<file path="src/rtl/udc_defines.svh">
// Purpose: Constants for the up/down counter stage
// Assumes: Included by its bare name
// Notes: Definitions only
`ifndef UDC_DEFINES_SVH
`define UDC_DEFINES_SVH

// ********************************************
// Widths and values
// ********************************************
`define UDC_CNT_W 4
`define UDC_CNT_MAX 4'hf
`define UDC_CNT_ZERO 4'h0
`define UDC_CNT_ONE 4'h1
`define UDC_SYNC_W 8
// Idle levels: count pins high, load high, clear low, data low
`define UDC_SYNC_RST 8'he0
// Bit positions in the synchroniser bundle
`define UDC_SYNC_UP 7
`define UDC_SYNC_DOWN 6
`define UDC_SYNC_LOAD 5
`define UDC_SYNC_CLEAR 4

`endif

</file>
<file path="src/rtl/udc_pkg.sv">
// Purpose: Types for the up/down counter stage
// Assumes: Constants come from udc_defines.svh
// Notes: No timescale in packages
`include "udc_defines.svh"

package udc_pkg;

  // ********************************************
  // Types
  // ********************************************
  typedef logic [`UDC_CNT_W-1:0] udc_cnt_t;

  typedef enum logic [2:0] {
    UDC_ACT_HOLD = 3'b000,
    UDC_ACT_UP = 3'b001,
    UDC_ACT_DOWN = 3'b010,
    UDC_ACT_LOAD = 3'b011,
    UDC_ACT_CLEAR = 3'b100
  } udc_act_t;

endpackage

</file>
<file path="src/rtl/udc_sync.sv">
// Purpose: Two-stage synchroniser for a bundle of pin levels
// Assumes: Bits are independent levels
// Notes: First stage feeds only the second stage
`timescale 1ns/1ns

module udc_sync #(
  parameter int W = 1,
  parameter logic [W-1:0] RST_VAL = '0
) (
  input wire logic i_clk,
  input wire logic i_rst,
  input wire logic [W-1:0] i_async,
  output logic [W-1:0] o_sync
);

  logic [W-1:0] meta_r;

  // ********************************************
  // Two flops
  // ********************************************
  always_ff @(posedge i_clk or posedge i_rst) begin
    if (i_rst) begin
      meta_r <= RST_VAL;
      o_sync <= RST_VAL;
    end else begin
      meta_r <= i_async;
      o_sync <= meta_r;
    end
  end

endmodule

</file>
<file path="src/rtl/udc_counter.sv">
// Purpose: Cascadable presettable 4-bit up/down binary counter stage
// Assumes: Pins are asynchronous to i_clk and held for at least three clocks
// Notes: Count pins idle high and count on their rising edge
//
// Overview of operation
// Four count bits update together each clock
// State advances only on count-pin rising edges
// Up pin increments, down pin decrements; other held high
// Load low copies parallel data into count
// Load acts without any count pulse
// Clear high forces zero over everything
// Borrow pulse width follows the down pulse
// Carry pulse width follows the up pulse
// Next stage takes borrow/carry as its count pins
// Count wraps modulo sixteen both ways
// Carry at all ones, up low; borrow at zero, down low
`timescale 1ns/1ns
`include "udc_defines.svh"

module udc_counter (
  input wire logic i_clk,
  input wire logic i_rst,
  input wire logic i_count_up,
  input wire logic i_count_down,
  input wire logic i_load_n,
  input wire logic i_clear,
  input wire logic [3:0] i_data,
  output logic [3:0] o_q,
  output logic o_carry_n,
  output logic o_borrow_n
);

  // ********************************************
  // Pin synchronisation
  // ********************************************
  logic [`UDC_SYNC_W-1:0] pins_s;
  logic up_s;
  logic down_s;
  logic load_n_s;
  logic clear_s;
  udc_pkg::udc_cnt_t data_s;
  logic up_d_r;
  logic down_d_r;
  logic up_rise;
  logic down_rise;

  // Bundle skew between bits is tolerated; data is only taken while load stays low
  udc_sync #(
    .W(`UDC_SYNC_W),
    .RST_VAL(`UDC_SYNC_RST)
  ) u_sync (
    .i_clk(i_clk),
    .i_rst(i_rst),
    .i_async({i_count_up, i_count_down, i_load_n, i_clear, i_data}),
    .o_sync(pins_s)
  );

  assign up_s = pins_s[`UDC_SYNC_UP];
  assign down_s = pins_s[`UDC_SYNC_DOWN];
  assign load_n_s = pins_s[`UDC_SYNC_LOAD];
  assign clear_s = pins_s[`UDC_SYNC_CLEAR];
  assign data_s = pins_s[`UDC_CNT_W-1:0];

  // ********************************************
  // Edge detection
  // ********************************************
  always_ff @(posedge i_clk or posedge i_rst) begin
    if (i_rst) begin
      up_d_r <= 1'b1;
      down_d_r <= 1'b1;
    end else begin
      up_d_r <= up_s;
      down_d_r <= down_s;
    end
  end

  assign up_rise = up_s & ~up_d_r;
  assign down_rise = down_s & ~down_d_r;

  // ********************************************
  // Action select
  // ********************************************
  udc_pkg::udc_act_t act;
  udc_pkg::udc_cnt_t cnt_r;
  udc_pkg::udc_cnt_t cnt_nxt;

  always_comb begin
    if (clear_s) begin
      act = udc_pkg::UDC_ACT_CLEAR;
    end else if (!load_n_s) begin
      act = udc_pkg::UDC_ACT_LOAD;
    end else if (up_rise && down_s) begin
      act = udc_pkg::UDC_ACT_UP;
    end else if (down_rise && up_s) begin
      act = udc_pkg::UDC_ACT_DOWN;
    end else begin
      // No rising edge, or an edge while the other pin is low, so nothing changes
      act = udc_pkg::UDC_ACT_HOLD;
    end
  end

  always_comb begin
    unique case (act)
      udc_pkg::UDC_ACT_CLEAR: cnt_nxt = `UDC_CNT_ZERO;
      udc_pkg::UDC_ACT_LOAD: cnt_nxt = data_s;
      udc_pkg::UDC_ACT_UP: cnt_nxt = cnt_r + `UDC_CNT_ONE;
      udc_pkg::UDC_ACT_DOWN: cnt_nxt = cnt_r - `UDC_CNT_ONE;
      udc_pkg::UDC_ACT_HOLD: cnt_nxt = cnt_r;
      default: cnt_nxt = cnt_r;
    endcase
  end

  // ********************************************
  // Count register
  // ********************************************
  // All four bits in one register, so outputs never ripple
  always_ff @(posedge i_clk or posedge i_rst) begin
    if (i_rst) begin
      cnt_r <= `UDC_CNT_ZERO;
    end else begin
      cnt_r <= cnt_nxt;
    end
  end

  assign o_q = cnt_r;

  // ********************************************
  // Carry and borrow
  // ********************************************
  // Active low so a following stage sees its rising edge as pulse end
  always_ff @(posedge i_clk or posedge i_rst) begin
    if (i_rst) begin
      o_carry_n <= 1'b1;
      o_borrow_n <= 1'b1;
    end else begin
      o_carry_n <= ~((cnt_nxt == `UDC_CNT_MAX) & ~up_s);
      o_borrow_n <= ~((cnt_nxt == `UDC_CNT_ZERO) & ~down_s);
    end
  end
endmodule

</file>
<file path="config.mk">
export PLATFORM = sky130hd
export DESIGN_NAME = udc_counter
export DESIGN_NICKNAME = d
export VERILOG_FILES = /design/src/rtl/udc_pkg.sv /design/src/rtl/udc_sync.sv /design/src/rtl/udc_counter.sv
export VERILOG_INCLUDE_DIRS = /design/src /design/src/rtl
export SDC_FILE = /design/constraint.sdc
export NUM_CORES = 1
export LEC_CHECK = 0
export BUFFER_PORTS_ARGS = -buffer_cell sky130_fd_sc_hd__buf_2
export CAP_MARGIN = 25
export CORE_ASPECT_RATIO = 2
export CORE_MARGIN = 4
export CORE_UTILIZATION = 30
export CTS_CLUSTER_DIAMETER = 100
export CTS_CLUSTER_SIZE = 25
export DETAILED_ROUTE_END_ITERATION = 6
export PLACE_DENSITY = 0.45
export SLEW_MARGIN = 20
export SYNTH_ARGS = -nofsm -noshare
export SYNTH_HDL_FRONTEND = slang
export SYNTH_SLANG_ARGS = --single-unit
</file>
<file path="constraint.sdc">
create_clock -name i_clk -period 6.6 [get_ports i_clk]
set_input_delay 0.99 -clock i_clk [delete_from_list [all_inputs] [get_ports i_clk]]
set_output_delay 0.99 -clock i_clk [all_outputs]
set_load 0.03 [all_outputs]
</file>
Word level (Yosys, flattened, before mapping)
Cells that the tools add are included.
Storage, ports and cells
  bits of input ports: 10
  output and inout bits: 6
  register bits after elaboration: 24
  logic and storage cells: 32
Cells by class
  add/subtract/negate cells: 2
  eq/ne operators: 5
  reductions and logical operators: 3
  bitwise gates (word level): 10
  muxes and demuxes: 5
Operators with widths (count)
  $pmux 4 s4: 1
  $eq 3x2->1 const B: 2
  $mux 2: 3
  $not 1->1: 6
  $add 4x1->4 const B: 1
  $and 1x1->1: 4
  $eq 4x4->1 const B: 1
  $logic_not 4->1: 1
  $sub 4x1->4 const B: 1
  $eq 3x1->1 const B: 1
  $eq 3x3->1 const B: 1
  $mux 3: 1
  $logic_and 1x1->1: 2

Depth between registers and ports, before layout
  depth in word-level cells: 12
  depth in mapped cells: 8
  depth with buffers taken out: 8

Modules after synthesis
A second synthesis with hierarchy kept.
Second synthesis, totals
  cells, all modules: 67
  area, all modules: 944.7 µm²
Modules (own cells, without submodules)
  udc_counter: cells an instance 50, times used 1, area an instance 533.0 µm², seq. area each 205.2 µm²
  udc_sync: cells an instance 17, times used 1, area an instance 411.6 µm², seq. area each 407.9 µm²

Least setup slack after synthesis
OpenSTA, ideal clock, no wires.
  path kind: register -> register
  start point: reg u_sync.o_sync[6]
  end point: reg o_borrow_n
  arrival: 2261 ps
  slack: 4255 ps
  cell stages (with the launch flop): 9
  data required time: 6516 ps
  clock period less this slack: 2345 ps
  setup time: 84 ps
  buffers on the path: 0
  cells stage by stage: dfstp_2 nand4b_2 nor3b_4 ha_1 a21o_1 a21oi_1 mux2i_2 a22oi_4 nand2b_1
Between the ends
  longest elaborated chain between the ends: 11
  elaborated cells between the ends (all ways): 16
  classes of those cells: eq/ne: 4; mux: 5; bitwise: 4; reduce/logical: 3
Ends and longest elaborated chain
  start, declared: line udc_sync.sv:13  | output logic [W-1:0] o_sync
  start signal, assigned: line udc_sync.sv:27  | o_sync <= meta_r;
  $and 1x1->1: line udc_counter.sv:78  | assign down_rise = down_s & ~down_d_r;
  $logic_and 1x1->1: line udc_counter.sv:94  | end else if (down_rise && up_s) begin
  $mux 2: line udc_counter.sv:94
  $mux 2 (*): line udc_counter.sv:92  | end else if (up_rise && down_s) begin
  $mux 2 (*): line udc_counter.sv:90  | end else if (!load_n_s) begin
  $mux 3 (*): line udc_counter.sv:88  | if (clear_s) begin
  $eq 3x2->1 (tied with other cells): line udc_counter.sv:103  | unique case (act)
  $pmux 4 s4 (*): line udc_counter.sv:103
  via cnt_nxt[3]: line udc_counter.sv:85  | udc_pkg::udc_cnt_t cnt_nxt;
  $logic_not 4->1 (no source line) (*)
  $and 1x1->1 (*): line udc_counter.sv:137  | o_borrow_n <= ~((cnt_nxt == `UDC_CNT_ZERO) & ~down_s);
  $not 1->1 (*): line udc_counter.sv:137
  end signal, assigned: line udc_counter.sv:137
  end, declared: line udc_counter.sv:30  | output logic o_borrow_n
The timed path passes the listed nets; every way through them passes the cells marked *.

Worst setup path in the final report
Ends and elaborated chain as after synthesis.

==> impl_metrics.json <==
{
  "status": "finished, final reports clean",
  "netlist_area_um2": 911,
  "synth_common_cells": "dfrtp_1, dfstp_2, inv_1",
  "worst-setup-path-type": "flop to flop",
  "synth_top_area_frac": 0.385,
  "synth_compound_area_frac": 0.104,
  "rsz0062_at_grt": "false",
  "drt_iter0_drc": 11,
  "num_vias": 525,
  "antenna_found_initial": 0,
  "max_slew_margin": 0.443,
  "hold_path.class": "flop to flop",
  "hold_depth": 0,
  "comb_power_share": 0.151,
  "syn-num-nets": 74,
  "synth.distinct_cells": 27,
  "final.period_utilization": 0.382,
  "clock_path_buffers": 2,
  "reg2regPathDepth": 8,
  "power_leakage_uw": 0.000496,
  "die_y_um": 85.9,
  "tightest_slew_ps": 835,
  "tritoncts": "yes",
  "die_w_um": 47.0,
  "fmax_mhz": 397,
  "path_cells": "nand4b_2 > nor3b_4 > ha_1 > a21o_1 > a21oi_1 > mux2i_2 > a22oi_4 > nand2b_1",
  "critPathLaunchType": "flop",
  "synth_top_family_by_area": "simple AND/OR/NAND/NOR gates",
  "rr_startpoint": "u_sync.o_sync[6]",
  "portBuffers": 15,
  "cts_hold_buf": 0,
  "postCtsResizedCells": 0,
  "synth_most_common_cell": "dfrtp_1",
  "synthAdderAreaFrac": 0.0495,
  "critPathBufInv": 0,
  "netlist_instances": 61,
  "cp-end-kind": "flop",
  "placed_area_um2": 1020,
  "post_cts.repair.setup_buffers": 0,
  "track_usage": 0.0888,
  "grt_pass1_wl_mm": 2.50,
  "wl_per_cell_um": 12.6,
  "gp_congestion": 0.684,
  "worstSkewPairLatency_ps": 260,
  "antenna_cells": 0,
  "clockRootBuffer": "clkbuf_8",
  "crit_family": "simple AND/OR/NAND/NOR gates",
  "remaining_drc_errors": 0,
  "die_area_um2": 4040,
  "drive_gt1_frac": 0.400,
  "critPathSlowestCell": "dfstp_2",
  "ys_warn_count": 0,
  "setup_tns_ps": 0,
  "p_int_uw": 221,
  "p_per_area_nw_per_um2": 278,
  "syn_area_per_cell_um2": 14.9,
  "rrSetupSlack_ps": 4080,
  "power_switching_uw": 75.7,
  "final_nets": 94,
  "fin_skew_ps": 3.63,
  "drt_wl_total_mm": 1.39,
  "drv_cap": 0,
  "fin_crit_ps": 2520,
  "drtPass1Iterations": 2,
  "synthSimpleGateAreaFrac": 0.117,
  "core_um2": 2940,
  "globalRoute.totalOverflow": 0,
  "crit_required_ps": 6780,
  "synth_ff_type": "dfrtp_1",
  "fin_area_um2": 1070,
  "synth_seq_cells": 24,
  "setup_violations": 0,
  "rows": 28,
  "clkPwrFrac": 0.282,
  "swShare": 0.255,
  "grt_start_max_net_pins": 25,
  "pwr-share-seq": 0.566,
  "ir_worst_vdd_v": 0.000145,
  "hpwl_mm": 1.09,
  "htreeDepth": 1,
  "synth-xor-area-share": 0.00962,
  "synth_area_leaders": "dfrtp_1, dfstp_2, ha_1, a22oi_4, fa_1",
  "syn2layout_area_growth_pct": 17.3,
  "async_flop_share": 1.00,
  "synth_edf_count": 0,
  "viasPerCell": 4.77,
  "finalMaxSlewViolations": 0,
  "cts.reportedPaths.clkPinSlew_ps": 80,
  "cts_buffers": 3,
  "seq_area_frac_synth": 0.673,
  "synth_top_cell_by_area": "dfrtp_1",
  "io_pins": 16,
  "rr_endpoint": "o_borrow_n",
  "crit_fanout": 6,
  "arrival_ps": 2700,
  "synthMuxAreaShare": 0.0261,
  "ant_nets": 0,
  "min_to": "u_sync.o_sync[0]",
  "finalHoldViolCount": 0,
  "cts_sinks": 24,
  "grt_pass1_vias": 542,
  "initial_core_util": 0.310,
  "hp-start": "u_sync.meta_r[0]",
  "slowest_delay_ps": 590
}
area by class of cell:
cell class / instances / area (um^2)
Clock buffer: 4 / 45.0
Fill cell: 312 / 1870
Inverter: 5 / 18.8
Multi-Input combinational cell: 32 / 279
Sequential cell: 24 / 613
Tap cell: 30 / 37.5
Timing Repair Buffer: 15 / 75.1
per-stage QoR:
step / utilization / hold slack (ps) / worst slack, ps / power (uW) / instances
after CTS: 0.363 / 353 / 4050 / 302 / 110
after detailed placement: 0.348 / 336 / 4060 / 217 / 106
after global placement: 0.348 / 331 / 4070 / 217 / 106
after global routing: 0.363 / 361 / 3890 / 317 / 110
final: 0.363 / 350 / 4080 / 297 / 110
after floorplan: - / 331 / 4250 / 203 / 61
metal layers:
| metal | GRT usage | vias to the layer above | wire [um] |
|---|---|---|---|
| met5 | 0 | - | 0 |
| met4 | 0.0680 | 0 | 57 |
| met3 | 0.0189 | 4 | 62 |
| met2 | 0.141 | 11 | 796 |
| met1 | 0.0953 | 257 | 472 |
| li1 | - | 253 | - |
logic make-up after synthesis:
| family | after synthesis |
|---|---|
| DFF | 24 |
| and+or+nand+nor | 15 |
| AOI/OAI and AO/OA | 11 |
| buffers and inverters | 5 |
| adders and majority gates | 3 |
| muxes | 2 |
| xor gates and xnor gates | 1 |
power by group through the flow:
stage                     Sequential (uW)  Combinational [uW]  Clock, uW
after floorplan                       181                22.7          0
after global placement                171                45.8          0
after detailed placement              171                46.0          0
after CTS                             168                46.2       87.9
after global routing                  170                50.3       96.1
final                                 168                45.0       83.7
placed cells by master, fill, tap and decap left out, types with 2 or more instances in the layout:
cell type,n
a21oi_1,3
a311oi_1,2
buf_2,15
clkbuf_8,3
dfrtp_1,14
dfstp_2,10
ha_1,2
inv_1,5
nand2_1,2
nand4_1,2
nor2_1,3
state kept, by name, summed over array words and instances (netlist names):
signal / count
u_sync.meta_r: 8
o_q: 4
o_carry_n: 1
up_d_r: 1
down_d_r: 1
u_sync.o_sync: 8
o_borrow_n: 1
worst reg2reg max path, cell delays in order (launching register included):
cell      delay, ps
dfstp_2         590
nand4b_2        190
nor3b_4         350
ha_1            300
a21o_1          180
a21oi_1         270
mux2i_2         300
a22oi_4         110
nand2b_1        160
worst max-delay path by stage:
stage                           from    endpoint  slack (ps)  cells past startpoint
floorplan           u_sync.o_sync[6]  o_borrow_n        4250                      8
global placement    u_sync.o_sync[6]  o_borrow_n        4070                      8
detailed placement  u_sync.o_sync[6]  o_borrow_n        4060                      8
CTS                 u_sync.o_sync[6]  o_borrow_n        4050                      8
global route        u_sync.o_sync[6]  o_borrow_n        3890                      8
finish              u_sync.o_sync[6]  o_borrow_n        4080                      8
Power figures use the tool's default switching activity.
